==> src/loop_dac_defs.vh <==
// constants for the current-loop converter serial front end
`ifndef LOOP_DAC_DEFS_VH
`define LOOP_DAC_DEFS_VH
`define WORD_W 16
`define OVS 5'h10
`define OVS_HALF 5'h08
`define OVS_LAST 5'h0f
`define BIT_LAST 5'h11
`define RANGE_VOLT 2'h0
`define RANGE_4_20 2'h1
`define RANGE_0_20 2'h2
`define RANGE_0_24 2'h3
`define FIFO_DEPTH 8
`define ST_IDLE 2'h0
`define ST_RECV 2'h1
`define ST_ERR 2'h2
`endif

==> src/loop_dac_front.v <==
// serial input, latch, range control and sigma-delta modulator of a loop converter
//
// Behaviour
// - shift data in on each sclk rise in three-wire mode
// - load strobe copies shift register to latches
// - sixteen-bit code and input word
// - strobe held high selects framed mode
// - framed word with start/stop makes load
// - active-low open-drain fault flag near limit
// - second-order sigma-delta drives current switch
// - three current ranges supported
// - zero code gives range minimum
// - one clock/bit, or sixteen in framed mode
// - daisy-chain out, or framing error pulse
// - clear forces minimum, shift register kept
`include "loop_dac_defs.vh"
module loop_dac_front #(
  parameter WORD_W = `WORD_W,
  parameter FIFO_DEPTH = `FIFO_DEPTH
) (
  input wire clk_sys,
  input wire nrst,
  input wire ce,
  input wire sclk_pin,
  input wire sdata_pin,
  input wire load_pin,
  input wire clear_pin,
  input wire [1:0] range_sel,
  input wire drive_limit,
  output reg sdata_out,
  output wire fault_n_o,
  output wire fault_n_oe,
  output reg sd_bit,
  output reg [1:0] range_mode,
  output wire current_out,
  output reg [WORD_W-1:0] code,
  output wire framed_mode,
  output wire code_ready
);
  // ----------------------------------------
  // pin synchronisers
  // ----------------------------------------
  // three stages: a change counts once stages two and three agree
  reg [2:0] s_clk;
  reg [2:0] s_dat;
  reg [2:0] s_ld;
  reg [2:0] s_clr;
  reg [2:0] s_lim;
  // the filter flop follows only once two stages agree, so a one-cycle
  // glitch never reaches the edge detectors; ce low freezes every stage
  reg clk_f;
  reg dat_f;
  reg ld_f;
  reg clr_f;
  reg lim_f;
  always @(posedge clk_sys or negedge nrst) begin
    if (!nrst) begin
      s_clk <= 3'h0;
      s_dat <= 3'h0;
      s_ld <= 3'h0;
      s_clr <= 3'h0;
      s_lim <= 3'h0;
      clk_f <= 1'b0;
      dat_f <= 1'b0;
      ld_f <= 1'b0;
      clr_f <= 1'b0;
      lim_f <= 1'b0;
    end else if (ce) begin
      s_clk <= {s_clk[1:0], sclk_pin};
      s_dat <= {s_dat[1:0], sdata_pin};
      s_ld <= {s_ld[1:0], load_pin};
      s_clr <= {s_clr[1:0], clear_pin};
      s_lim <= {s_lim[1:0], drive_limit};
      if (s_clk[1] == s_clk[2]) begin
        clk_f <= s_clk[2];
      end
      if (s_dat[1] == s_dat[2]) begin
        dat_f <= s_dat[2];
      end
      if (s_ld[1] == s_ld[2]) begin
        ld_f <= s_ld[2];
      end
      if (s_clr[1] == s_clr[2]) begin
        clr_f <= s_clr[2];
      end
      if (s_lim[1] == s_lim[2]) begin
        lim_f <= s_lim[2];
      end
    end
  end
  reg clk_d;
  reg ld_d;
  wire sclk_rise = clk_f && !clk_d;
  wire ld_rise = ld_f && !ld_d;
  // ----------------------------------------
  // mode detect
  // ----------------------------------------
  // a host pulses the strobe; a resistor keeps it high, so a long high
  // spanning seventeen sclk edges selects framed mode
  reg [4:0] hi_cnt;
  reg async_md;
  assign framed_mode = async_md;
  always @(posedge clk_sys or negedge nrst) begin
    if (!nrst) begin
      clk_d <= 1'b0;
      ld_d <= 1'b0;
      hi_cnt <= 5'h00;
      async_md <= 1'b0;
    end else if (ce) begin
      clk_d <= clk_f;
      ld_d <= ld_f;
      if (!ld_f) begin
        hi_cnt <= 5'h00;
        async_md <= 1'b0;
      end else if (sclk_rise && hi_cnt != `BIT_LAST) begin
        hi_cnt <= hi_cnt + 5'h01;
      end else if (hi_cnt == `BIT_LAST) begin
        async_md <= 1'b1;
      end
    end
  end
  // ----------------------------------------
  // three-wire shift register
  // ----------------------------------------
  reg [WORD_W-1:0] shreg;
  reg [WORD_W-1:0] hold;
  reg err_pulse;
  always @(posedge clk_sys or negedge nrst) begin
    if (!nrst) begin
      shreg <= {WORD_W{1'b0}};
      sdata_out <= 1'b0;
    end else if (ce) begin
      if (!async_md && sclk_rise) begin
        shreg <= {shreg[WORD_W-2:0], dat_f};
        // the bit leaving the top feeds the next converter of a chain
        sdata_out <= shreg[WORD_W-1];
      end else if (async_md) begin
        sdata_out <= err_pulse;
      end
    end
  end
  // ----------------------------------------
  // framed receiver, 16x oversampled
  // ----------------------------------------
  reg [1:0] rx_st;
  reg [1:0] next_rx_st;
  reg [4:0] ph;
  reg [4:0] bitn;
  reg [WORD_W-1:0] rx_sh;
  reg fr_valid;
  always @* begin
    next_rx_st = rx_st;
    case (rx_st)
      `ST_IDLE: begin
        if (sclk_rise && !dat_f) begin
          next_rx_st = `ST_RECV;
        end
      end
      `ST_RECV: begin
        if (sclk_rise && ph == `OVS_LAST && bitn == `BIT_LAST) begin
          next_rx_st = `ST_IDLE;
        end
      end
      `ST_ERR: next_rx_st = `ST_IDLE;
      default: next_rx_st = `ST_IDLE;
    endcase
  end
  always @(posedge clk_sys or negedge nrst) begin
    if (!nrst) begin
      rx_st <= `ST_IDLE;
      ph <= 5'h00;
      bitn <= 5'h00;
      rx_sh <= {WORD_W{1'b0}};
      err_pulse <= 1'b0;
      fr_valid <= 1'b0;
    end else if (ce) begin
      fr_valid <= 1'b0;
      if (!async_md) begin
        rx_st <= `ST_IDLE;
        err_pulse <= 1'b0;
      end else begin
        rx_st <= next_rx_st;
        if (sclk_rise) begin
          err_pulse <= 1'b0;
          if (rx_st == `ST_IDLE) begin
            ph <= 5'h01;
            bitn <= 5'h00;
          end else if (rx_st == `ST_RECV) begin
            if (ph == `OVS_LAST) begin
              ph <= 5'h00;
              bitn <= bitn + 5'h01;
            end else begin
              ph <= ph + 5'h01;
            end
            if (ph == `OVS_HALF) begin
              // sample mid-bit: bit 0 start, 1..16 data msb first, 17 stop
              if (bitn == 5'h00) begin
                // a high start sample was a glitch: drop back and hunt again
                if (dat_f) begin
                  rx_st <= `ST_IDLE;
                end
              end else if (bitn != `BIT_LAST) begin
                rx_sh <= {rx_sh[WORD_W-2:0], dat_f};
              end else if (dat_f) begin
                fr_valid <= 1'b1;
              end else begin
                err_pulse <= 1'b1;
              end
            end
          end
        end
      end
    end
  end
  // ----------------------------------------
  // word fifo and dac code register
  // ----------------------------------------
  // back-pressure: a full fifo refuses, which drops that word; the
  // fifo drains one word per clock so it only fills while clear holds it off
  // pointer width of the fifo, enough to index FIFO_DEPTH words
  localparam FIFO_AW = $clog2(FIFO_DEPTH);
  wire load_req = async_md ? fr_valid : ld_rise;
  wire [WORD_W-1:0] load_word = async_md ? rx_sh : shreg;
  wire fifo_in_ready;
  wire fifo_valid;
  wire [WORD_W-1:0] fifo_data;
  word_fifo #(.WIDTH(WORD_W), .DEPTH(FIFO_DEPTH), .AW(FIFO_AW)) i_word_fifo (
    .clk_sys(clk_sys),
    .nrst(nrst),
    .ce(ce),
    .in_valid(load_req),
    .in_ready(fifo_in_ready),
    .in_data(load_word),
    .out_valid(fifo_valid),
    .out_ready(!clr_f),
    .out_data(fifo_data)
  );
  assign code_ready = fifo_in_ready;
  // ----------------------------------------
  // code register and range select
  // ----------------------------------------
  // clear wins over a waiting word and holds the fifo off; limitation:
  // a word queued while clear is high lands once clear is released
  always @(posedge clk_sys or negedge nrst) begin
    if (!nrst) begin
      code <= {WORD_W{1'b0}};
      hold <= {WORD_W{1'b0}};
    end else if (ce) begin
      if (clr_f) begin
        code <= {WORD_W{1'b0}};
      end else if (fifo_valid) begin
        // takes the copy the fifo stored at the load, so sclk may move across this step
        code <= fifo_data;
        hold <= fifo_data;
      end
    end
  end
  // range changes leave the code alone; only the switch gating follows
  always @(posedge clk_sys or negedge nrst) begin
    if (!nrst) begin
      range_mode <= `RANGE_VOLT;
    end else if (ce) begin
      range_mode <= range_sel;
    end
  end
  // ----------------------------------------
  // second-order sigma-delta modulator
  // ----------------------------------------
  // two guard bits let the integrators swing below zero without
  // wrapping; the top bit of each reads as its sign
  reg [WORD_W+1:0] acc1;
  reg [WORD_W+1:0] acc2;
  wire [WORD_W+1:0] code_ext = {2'b00, code};
  wire [WORD_W+1:0] fb = sd_bit ? {2'b01, {WORD_W{1'b0}}} : {WORD_W+2{1'b0}};
  wire [WORD_W+1:0] next_acc1 = acc1 + code_ext - fb;
  wire [WORD_W+1:0] next_acc2 = acc2 + next_acc1 - fb;
  wire acc2_neg = next_acc2[WORD_W+1];
  wire next_sd_bit = !acc2_neg && (next_acc2[WORD_W:0] >= {1'b0, {WORD_W{1'b1}}});
  always @(posedge clk_sys or negedge nrst) begin
    if (!nrst) begin
      acc1 <= {WORD_W+2{1'b0}};
      acc2 <= {WORD_W+2{1'b0}};
      sd_bit <= 1'b0;
    end else if (ce) begin
      acc1 <= next_acc1;
      acc2 <= next_acc2;
      sd_bit <= next_sd_bit;
    end
  end
  // ----------------------------------------
  // current switch
  // ----------------------------------------
  // the voltage range works from the buffer pin, so the loop switch stays open
  assign current_out = sd_bit && (range_mode != `RANGE_VOLT);
  // ----------------------------------------
  // fault flag
  // ----------------------------------------
  // only ever pulled low, so several converters can share one pull-up
  assign fault_n_o = 1'b0;
  assign fault_n_oe = lim_f;
endmodule // loop_dac_front

==> src/word_fifo.v <==
// small flip-flop fifo with valid/ready on both sides
module word_fifo #(
  parameter WIDTH = 16,
  parameter DEPTH = 8,
  parameter AW = 3
) (
  input wire clk_sys,
  input wire nrst,
  input wire ce,
  input wire in_valid,
  output wire in_ready,
  input wire [WIDTH-1:0] in_data,
  output wire out_valid,
  input wire out_ready,
  output wire [WIDTH-1:0] out_data
);
  reg [WIDTH-1:0] mem [0:DEPTH-1];
  reg [AW-1:0] wp;
  reg [AW-1:0] rp;
  reg [AW:0] cnt;
  wire push;
  wire pop;
  assign in_ready = (cnt != DEPTH[AW:0]);
  assign out_valid = (cnt != {(AW+1){1'b0}});
  assign out_data = mem[rp];
  assign push = in_valid && in_ready;
  assign pop = out_valid && out_ready;
  always @(posedge clk_sys) begin
    if (ce && push) begin
      mem[wp] <= in_data;
    end
  end
  always @(posedge clk_sys or negedge nrst) begin
    if (!nrst) begin
      wp <= {AW{1'b0}};
      rp <= {AW{1'b0}};
      cnt <= {(AW+1){1'b0}};
    end else if (ce) begin
      if (push) begin
        wp <= (wp == DEPTH[AW-1:0] - 1'b1) ? {AW{1'b0}} : wp + 1'b1;
      end
      if (pop) begin
        rp <= (rp == DEPTH[AW-1:0] - 1'b1) ? {AW{1'b0}} : rp + 1'b1;
      end
      if (push && !pop) begin
        cnt <= cnt + 1'b1;
      end else if (pop && !push) begin
        cnt <= cnt - 1'b1;
      end
    end
  end
endmodule // word_fifo
==> config.mk <==
export PLATFORM = sky130hd
export DESIGN_NAME = loop_dac_front
export DESIGN_NICKNAME = d
export VERILOG_FILES = /design/src/loop_dac_front.v /design/src/word_fifo.v
export VERILOG_INCLUDE_DIRS = /design/src /design/src/src
export SDC_FILE = /design/constraint.sdc
export NUM_CORES = 1
export LEC_CHECK = 0
export BUFFER_PORTS_ARGS = -buffer_cell sky130_fd_sc_hd__buf_2
export CORE_AREA = 2 2 184 186
export CTS_BUF_LIST = sky130_fd_sc_hd__clkbuf_16
export CTS_CLUSTER_SIZE = 16
export DETAILED_ROUTE_END_ITERATION = 7
export DIE_AREA = 0 0 186 188
export PLACE_DENSITY = 0.67
export SLEW_MARGIN = 0
export SYNTH_ARGS = -nofsm -noshare
export SYNTH_HDL_FRONTEND = slang
export SYNTH_SLANG_ARGS = --single-unit
==> constraint.sdc <==
create_clock -name clk_sys -period 10.01 [get_ports clk_sys]
set_clock_uncertainty 0.2 [all_clocks]
set_input_delay 2.5025 -clock clk_sys [delete_from_list [all_inputs] [get_ports clk_sys]]
set_output_delay 2.5025 -clock clk_sys [all_outputs]
set_load 0.03 [all_outputs]
==> results.yml, run 1 <==
run_status:
  outcome: "completed"
global_routing:
  grt_start_max_net_pins: 86
  grt_pass1_wl_mm: 40.4
  grt_pass1_vias: 7661
  grt.total_usage: 0.145
  overflow: 0
  antenna_found_initial: 0
route:
  first_iter_violations: 471
  final_antenna_net_count: 0
  drc_errors: 0
  routed_via_density: 4.98
  routed_wl_mm: 24.5
  avgRoutedWirePerCell_um: 15.8
  vias: 7736
  first_pass_iters: 4
synth:
  synth_nets: 1130
  yosys-mux-area-fraction: 0.136
  async_reset_ff_frac: 0.522
  synth-edff-count: 128
  yosys_warnings: 0
  synthSimpleGateAreaFrac: 0.0703
  synth_area_mm2: 0.0131
  synth-xor-area-share: 0.0281
  yosys_most_used_dff: "dfrtp_1"
  synth_cell_types: 59
  syn_inst: 1039
  synth_top_area_cell: "edfxtp_1"
  netlist.area_leader.share: 0.294
  synth_compound_area_frac: 0.0766
  synth_most_common_cell: "dfrtp_1"
  synth_top_family_by_area: "multiplexers"
  syn_avg_cell_area_um2: 12.6
  synth-seq-cells: 268
  synthAdderAreaFrac: 0.0787
  synthTopCellsByCount: "dfrtp_1 (140), inv_1 (132), edfxtp_1 (128)"
  ys_seq_area_frac: 0.562
  synth_area_leaders: "edfxtp_1 (29%), dfrtp_1 (27%), ha_1 (7.6%), mux2_2 (5.9%), mux4_2 (5.5%)"
sta:
  rsz0062_at_grt: "false"
  finalSetupTns_ns: 0
  tightestPinTransition_ns: 1.17
  fmax_ghz: 0.189
  final-setup-viol-count: 0
  max_slew_margin: 0.218
  period_share: 0.528
  hold_viol_final: 0
  final_max_slew_viol_count: 0
  fin_crit_ns: 5.29
min_path:
  min_to: "fr_valid"
  holdPathStages: 1
  min_path_type: "reg -> reg"
  worstHoldStart: "fr_valid"
clock_tree:
  cts_inserted_buffers: 28
  cts_tree: "yes"
  ctsResizeCount: 0
  cts_root_buf: "clkbuf_16"
  worstSkewPairLatency_ns: 0.56
  cts_buffer_depth: 3
  post-cts-setup-buffers: 0
  h-tree-depth: 1
  cts.sinks: 268
  clk_pin_slew_ns: 0.06
  cts_hold_buffers: 0
setup_path:
  crit_type: "in -> reg"
  r2r_slack_ns: 4.90
  start_kind: "primary input"
  end_kind: "flip-flop"
  r2r-end: "sd_bit"
  reg2reg_from: "code[2]"
  cp.arrival_ns: 5.51
  cp_max_fo: 46
  slowest_stage: "nor3_2"
  crit_chain: "buf_4 > nand2_1 > nor3_1 > nand3_1 > nor3_2 > mux2_2"
  reg2reg_depth: 24
  cp.required_ns: 10.23
  cpPeakStageDelay_ns: 0.96
floorplan:
  die_h_um: 188
  fp.dieArea_mm2: 0.0350
  die_width_um: 186
  ios: 35
  initial_core_util: 0.395
  num_rows: 67
  core_mm2: 0.0331
cells_and_area:
  finish.utilization: 0.444
  nNetsFinal: 1174
  drive_above_1_share: 0.187
  antennaDiodeCount: 0
  area_growth_pct: 12.5
  num-fill-cells: 2996
placed_design:
  gp_congestion: 0.798
  numPortBuffers: 33
  dpl.hpwl_mm: 16.1
run:
  drv_cap: 0
## stage by stage
stage	setup WS, ns	std cells	instance area (um^2)	hold WS [ns]
2_1_floorplan	4.90	1039	13100	0.256
3_3_place_gp	4.19	1501	13800	0.275
3_5_place_dp	4.15	1501	13800	0.277
4_1_cts	4.71	1553	14700	0.296
5_1_grt	4.39	1553	14700	0.302
6_report	4.72	1553	14700	0.294
## per-layer routing
metal  up-vias  share of wire  track usage
met4         0          0.016       0.0348
met1      3802           0.46        0.197
li1       3768              -            -
met5         -              0            0
met3        29          0.045       0.0241
met2       137           0.48        0.244
## how the worst max path moves through the flow
stage	from	to	cells past startpoint
5_1_grt	ce	rx_sh[4]	6
3_5_place_dp	ce	rx_sh[9]	6
2_1_floorplan	ce	i_word_fifo.mem[1][0]	5
6_report	ce	rx_sh[9]	6
4_1_cts	ce	rx_sh[9]	6
3_3_place_gp	ce	rx_sh[2]	6
## final cells by class
| cell class | instances | area, um^2 | area share |
|---|---|---|---|
| Inverter | 132 | 495 | 0.0337 |
| Sequential cell | 268 | 7350 | 0.500 |
| Tap cell | 448 | 561 | 0.0381 |
| Clock buffer | 28 | 701 | 0.0477 |
| Clock inverter | 24 | 211 | 0.0144 |
| Multi-Input combinational cell | 606 | 5110 | 0.347 |
| Timing Repair Buffer | 47 | 279 | 0.0190 |
## cells in the final DEF, fill, tap and decap left out, drive strengths merged, types with 3 or more instances in the layout
cell type and count:
mux2i 29, a21boi 4, clkbuf 28, nand2b 13
a21oi 37, nor2b 8, edfxtp 128, nand3 12
nand4 9, o31ai 5, inv 137, mux4 32
xnor2 21, nor3 15, mux2 68, dfrtp 140
nand2 65, o21ai 66, a31oi 4, and3 4
nand3b 3, or3 4, or2 4, a21o 10
a211oi 4, o21a 6, o22ai 5, bufinv 3
nor2 45, clkinvlp 6, xor2 21, buf 47
ha 79, o21bai 5, clkinv 10
## flip-flops by register name, summed over array words and instances (netlist names), 4 cells and up
register / flops
acc2: 18
ph: 5
bitn: 5
i_word_fifo.cnt: 4
code: 16
shreg: 16
rx_sh: 16
i_word_fifo.mem: 128
hi_cnt: 5
acc1: 18
## kinds of logic after synthesis
family / count (synthesis)
buf+inv: 165
other cells: 1
flops: 268
simple gates: 191
xor+xnor: 42
compound gates: 162
fa+ha+maj: 81
mux: 129
## critical path: cells and delay by family
kind	cells	cell delay [ns]
AND/OR/NAND/NOR	4	2.17
multiplexers	1	0.43
buffers and inverters	1	0.39
Power of run 1 is not shown: default switching activity piles up to over one toggle a cycle in this logic, so the estimate is an artifact.
==> run 2: changes to the inputs <==
- clock period: 10.01 -> 5.55 ns (I/O delays scaled with it)
==> run 2 against run 1 <==
- worst hold slack improved by 0.0016 ns
- core utilization is essentially flat
- global-route usage up 0.26 points
- critical endpoint is now sd_bit
- clock-buffer cell count rose by 1
- cell area about the same
- non-clock buffer count is 1 higher
- critical path depth up 18
- via count rose by 1.0%
- routed wire length up 2.7%
- sequential cell count unchanged
- final cell count about the same
==> results.yml, run 2 (synthesized netlist as in run 1, its figures left out) <==
run_status:
  outcome: "completed"
placed_design:
  gp_congestion: 0.822
  dpl-instance-area_mm2: 0.0138
  dpl.hpwl_mm: 16.6
  numPortBuffers: 33
route:
  vias: 7816
  first_iter_violations: 486
  avgRoutedWirePerCell_um: 16.2
  routed_via_density: 5.03
  first_pass_iters: 5
  final_antenna_net_count: 0
  routed_wl_mm: 25.2
  drc_errors: 0
clock_tree:
  post-cts-setup-buffers: 0
  clk_pin_slew_ns: 0.06
  cts_inserted_buffers: 28
  h-tree-depth: 1
  worstSkewPairLatency_ns: 0.54
  ctsResizeCount: 0
  cts_buffer_depth: 3
  cts_root_buf: "clkbuf_16"
  cts_hold_buffers: 0
  cts_tree: "yes"
  cts.sinks: 268
floorplan:
  die_width_um: 186
  num_rows: 67
  core_mm2: 0.0331
  fp.dieArea_mm2: 0.0350
  ios: 35
  die_h_um: 188
  initial_core_util: 0.395
setup_path:
  crit_chain: "inv_1 > ha_1 > inv_1 > ha_1 > nor2b_1 > o21ai_1 > a21boi_0 > o211ai_1 > a21boi_1 > o21ai_0 > nand2b_1 > a21oi_1 > xor2_1 > ha_1 > inv_1 > ha_1 > o21a_1 > a22o_1 > o31ai_2 > a21oi_1 > a21o_1 > a21oi_1 > xnor2_1 > o311a_1"
  end_kind: "flip-flop"
  cp.required_ns: 5.77
  crit_type: "reg -> reg"
  cp.arrival_ns: 5.22
  slowest_stage: "dfrtp_1"
  crit_buf_inv: 3
  start_kind: "flip-flop"
  cpPeakStageDelay_ns: 0.37
  critPathTopFamily: "compound AO/OA/AOI/OAI gates"
  cp_max_fo: 5
  crit_top_cell: "ha_1"
sta:
  rsz0062_at_grt: "false"
  max_slew_margin: 0.215
  finalSetupTns_ns: 0
  fin_crit_ns: 5.00
  tightestPinTransition_ns: 1.18
  final_max_slew_viol_count: 0
  fmax_ghz: 0.200
  whs_ns: 0.295
  period_share: 0.901
  final-setup-viol-count: 0
  hold_viol_final: 0
cells_and_area:
  num-fill-cells: 2951
  antennaDiodeCount: 0
  regArea_mm2: 0.00735
  top_regs: "i_word_fifo.mem: 128 flops, acc1: 18 flops, acc2: 18 flops"
  nNetsFinal: 1175
  largest_reg_flops: 128
  finish.utilization: 0.444
  area_growth_pct: 12.4
  final_cell_mix: "inv_1 (138), dfrtp_1 (138), edfxtp_1 (128)"
  regMostFlops: "i_word_fifo.mem"
  drive_above_1_share: 0.184
  fin_area_mm2: 0.0147
  multi_input_area_mm2: 0.00511
global_routing:
  grt_pass1_wl_mm: 41.4
  grt_start_max_net_pins: 74
  grtUsageMet2: 0.252
  grt_pass1_vias: 7959
  grt.total_usage: 0.148
  grt.busiest_layer: "met2"
  met1_usage: 0.199
  overflow: 0
  grtUsageMet3: 0.0227
  antenna_found_initial: 0
run:
  drv_cap: 0
min_path:
  min_path_type: "reg -> reg"
run 2: cell types whose count changed in the layout (fill, tap and decap cells not counted), sizes merged:
cell / before / now
buf: 47 / 48
inv: 137 / 140
clkinvlp: 6 / 3
clkbuf: 28 / 29
bufinv: 3 / 2
run 2: layer usage:
layer | up-vias | wire [um]
met2 | 123 | 12400
met5 | - | 0
met4 | 0 | 453
met3 | 39 | 918
li1 | 3772 | -
met1 | 3882 | 11500
run 2: metrics by stage:
stage	instances	setup WS (ns)
floorplan	1039	0.822
global placement	1502	0.746
detailed placement	1502	0.579
CTS	1554	0.559
global route	1554	0.0785
finish	1554	0.547
run 2: final cells by class:
class	count	share of cell area
clock buffer	29	0.0494
clock inverter	23	0.0114
inverter	132	0.0337
multi-input combinational	606	0.348
sequential	268	0.500
tap	448	0.0381
timing repair buffer	48	0.0195
run 2: final timing paths:
path	slack, ns	end	depth (start not counted)	start
min in group asynchronous	0.66	acc2[11]	1	nrst
max reg2reg	0.55	sd_bit	24	code[2]
min reg2reg	0.30	err_pulse	1	err_pulse
max	0.55	sd_bit	24	code[2]
min	0.30	err_pulse	1	err_pulse
max in group asynchronous	3.46	rx_sh[8]	2	nrst
Power of run 2 is left out for the same reason.
==> run 3: changes to the inputs <==
- BUFFER_PORTS_ARGS: -buffer_cell sky130_fd_sc_hd__buf_2 -> -buffer_cell sky130_fd_sc_hd__clkbuf_2
==> run 3 against run 2 <==
- non-clock buffer count rose by 1
- routed wire length fell by 1.2%
- fmax is 1.8% higher
- critical path depth stayed put
- first-iteration DRC count decreased by 12%
- die area unchanged
- clock-buffer cell count stayed put
- via count about the same
- sequential share of layout area fell by 0.51 points
- global-route usage decreased by 0.067 points
==> results.yml, run 3 (synthesized netlist as in run 1, its figures left out) <==
cells_and_area:
  drive_above_1_share: 0.191
  final_common_cell: "dfrtp_1"
  largest_reg_flops: 128
  antennaDiodeCount: 0
  top_regs: "i_word_fifo.mem: 128 flops, acc1: 18 flops, acc2: 18 flops"
  nNetsFinal: 1177
  regMostFlops: "i_word_fifo.mem"
  final_cell_mix: "dfrtp_1 (138), inv_1 (137), edfxtp_1 (128)"
  area_growth_pct: 13.6
setup_path:
  cp.required_ns: 5.79
  cp_max_fo: 5
  cpPeakStageDelay_ns: 0.36
  crit_top_cell: "ha_1"
  crit_chain: "inv_1 > ha_1 > inv_1 > ha_1 > nor2b_1 > o21ai_1 > a21boi_0 > o211ai_1 > a21boi_1 > o21ai_0 > nand2b_1 > a21oi_1 > xor2_1 > ha_1 > inv_1 > ha_1 > o21a_1 > a22o_1 > o31ai_2 > a21oi_1 > a21o_1 > a21oi_1 > xnor2_1 > o311a_1"
  crit_buf_inv: 3
  slowest_stage: "dfrtp_1"
  crit_type: "reg -> reg"
  start_kind: "flip-flop"
  path_depth: 24
  critPathTopFamily: "compound AO/OA/AOI/OAI gates"
  reg2reg_depth: 24
  cp.arrival_ns: 5.16
  end_kind: "flip-flop"
route:
  routed_wl_mm: 24.9
  vias: 7817
  first_iter_violations: 430
  first_pass_iters: 4
  drc_errors: 0
  routed_via_density: 5.02
  final_antenna_net_count: 0
  avgRoutedWirePerCell_um: 16.0
floorplan:
  num_rows: 67
  fp.dieArea_mm2: 0.0350
  core_mm2: 0.0331
  initial_core_util: 0.395
  ios: 35
  die_h_um: 188
  die_width_um: 186
sta:
  max_slew_margin: 0.212
  final_max_slew_viol_count: 0
  final-setup-viol-count: 0
  period_share: 0.886
  fin_crit_ns: 4.92
  rsz0062_at_grt: "false"
  fmax_ghz: 0.203
  tightestPinTransition_ns: 1.18
  finalSetupTns_ns: 0
  hold_viol_final: 0
placed_design:
  dpl.hpwl_mm: 16.8
  gp_congestion: 0.820
  numPortBuffers: 33
global_routing:
  grt.total_usage: 0.147
  grt_pass1_vias: 8020
  grt_pass1_wl_mm: 41.0
  overflow: 0
  grt_start_max_net_pins: 74
  antenna_found_initial: 0
clock_tree:
  cts_tree: "yes"
  cts_buffer_depth: 3
  worstSkewPairLatency_ns: 0.56
  clk_pin_slew_ns: 0.06
  cts_hold_buffers: 0
  cts_inserted_buffers: 29
  post-cts-setup-buffers: 0
  cts_root_buf: "clkbuf_16"
  h-tree-depth: 1
  cts.sinks: 268
  ctsResizeCount: 0
min_path:
  holdPathStages: 1
  min_path_type: "reg -> reg"
run_status:
  outcome: "completed"
run:
  drv_cap: 0
-- run 3: cell types whose count changed in the layout (fill, tap and decap cells not counted), sizes merged --
cell and change:
inv -2, buf -30, clkbuf +31, clkinvlp -1, bufinv +5
-- run 3: cell type report --
| type | instances | area, um^2 |
|---|---|---|
| fillers | 2947 | 18300 |
| flip-flops and latches | 268 | 7350 |
| multi-input cells | 606 | 5110 |
| clock buffers | 29 | 726 |
| well taps | 448 | 561 |
| inverters | 132 | 495 |
| clock inverters | 25 | 315 |
| repair buffers | 49 | 294 |
-- run 3: stage by stage --
stage / utilization / hold WS, ns / cells / instance area [um^2] / setup slack (ns)
after CTS: 0.448 / 0.298 / 1557 / 14800 / 0.585
after detailed placement: 0.417 / 0.283 / 1503 / 13800 / 0.614
after global routing: 0.448 / 0.319 / 1557 / 14800 / 0.324
after global placement: 0.417 / 0.282 / 1503 / 13800 / 0.731
final: 0.448 / 0.296 / 1557 / 14800 / 0.633
after floorplan: - / 0.256 / 1039 / 13100 / 0.822
-- run 3: layer usage --
| metal | routed length [um] | GRT usage | vias to the layer above |
|---|---|---|---|
| li1 | - | - | 3774 |
| met5 | 0 | 0 | - |
| met1 | 11400 | 0.195 | 3906 |
| met2 | 12200 | 0.253 | 106 |
| met3 | 863 | 0.0249 | 31 |
| met4 | 437 | 0.0342 | 0 |
-- run 3: final timing paths --
kind                               start  endpoint  slack, ns
worst max-delay path             code[2]    sd_bit       0.63
worst min-delay path            acc1[17]  acc1[17]       0.30
worst max register to register   code[2]    sd_bit       0.63
worst min register to register  acc1[17]  acc1[17]       0.30
max in group asynchronous           nrst  rx_sh[7]       3.49
min in group asynchronous           nrst  acc2[15]       0.66
Power of run 3 is left out for the same reason.
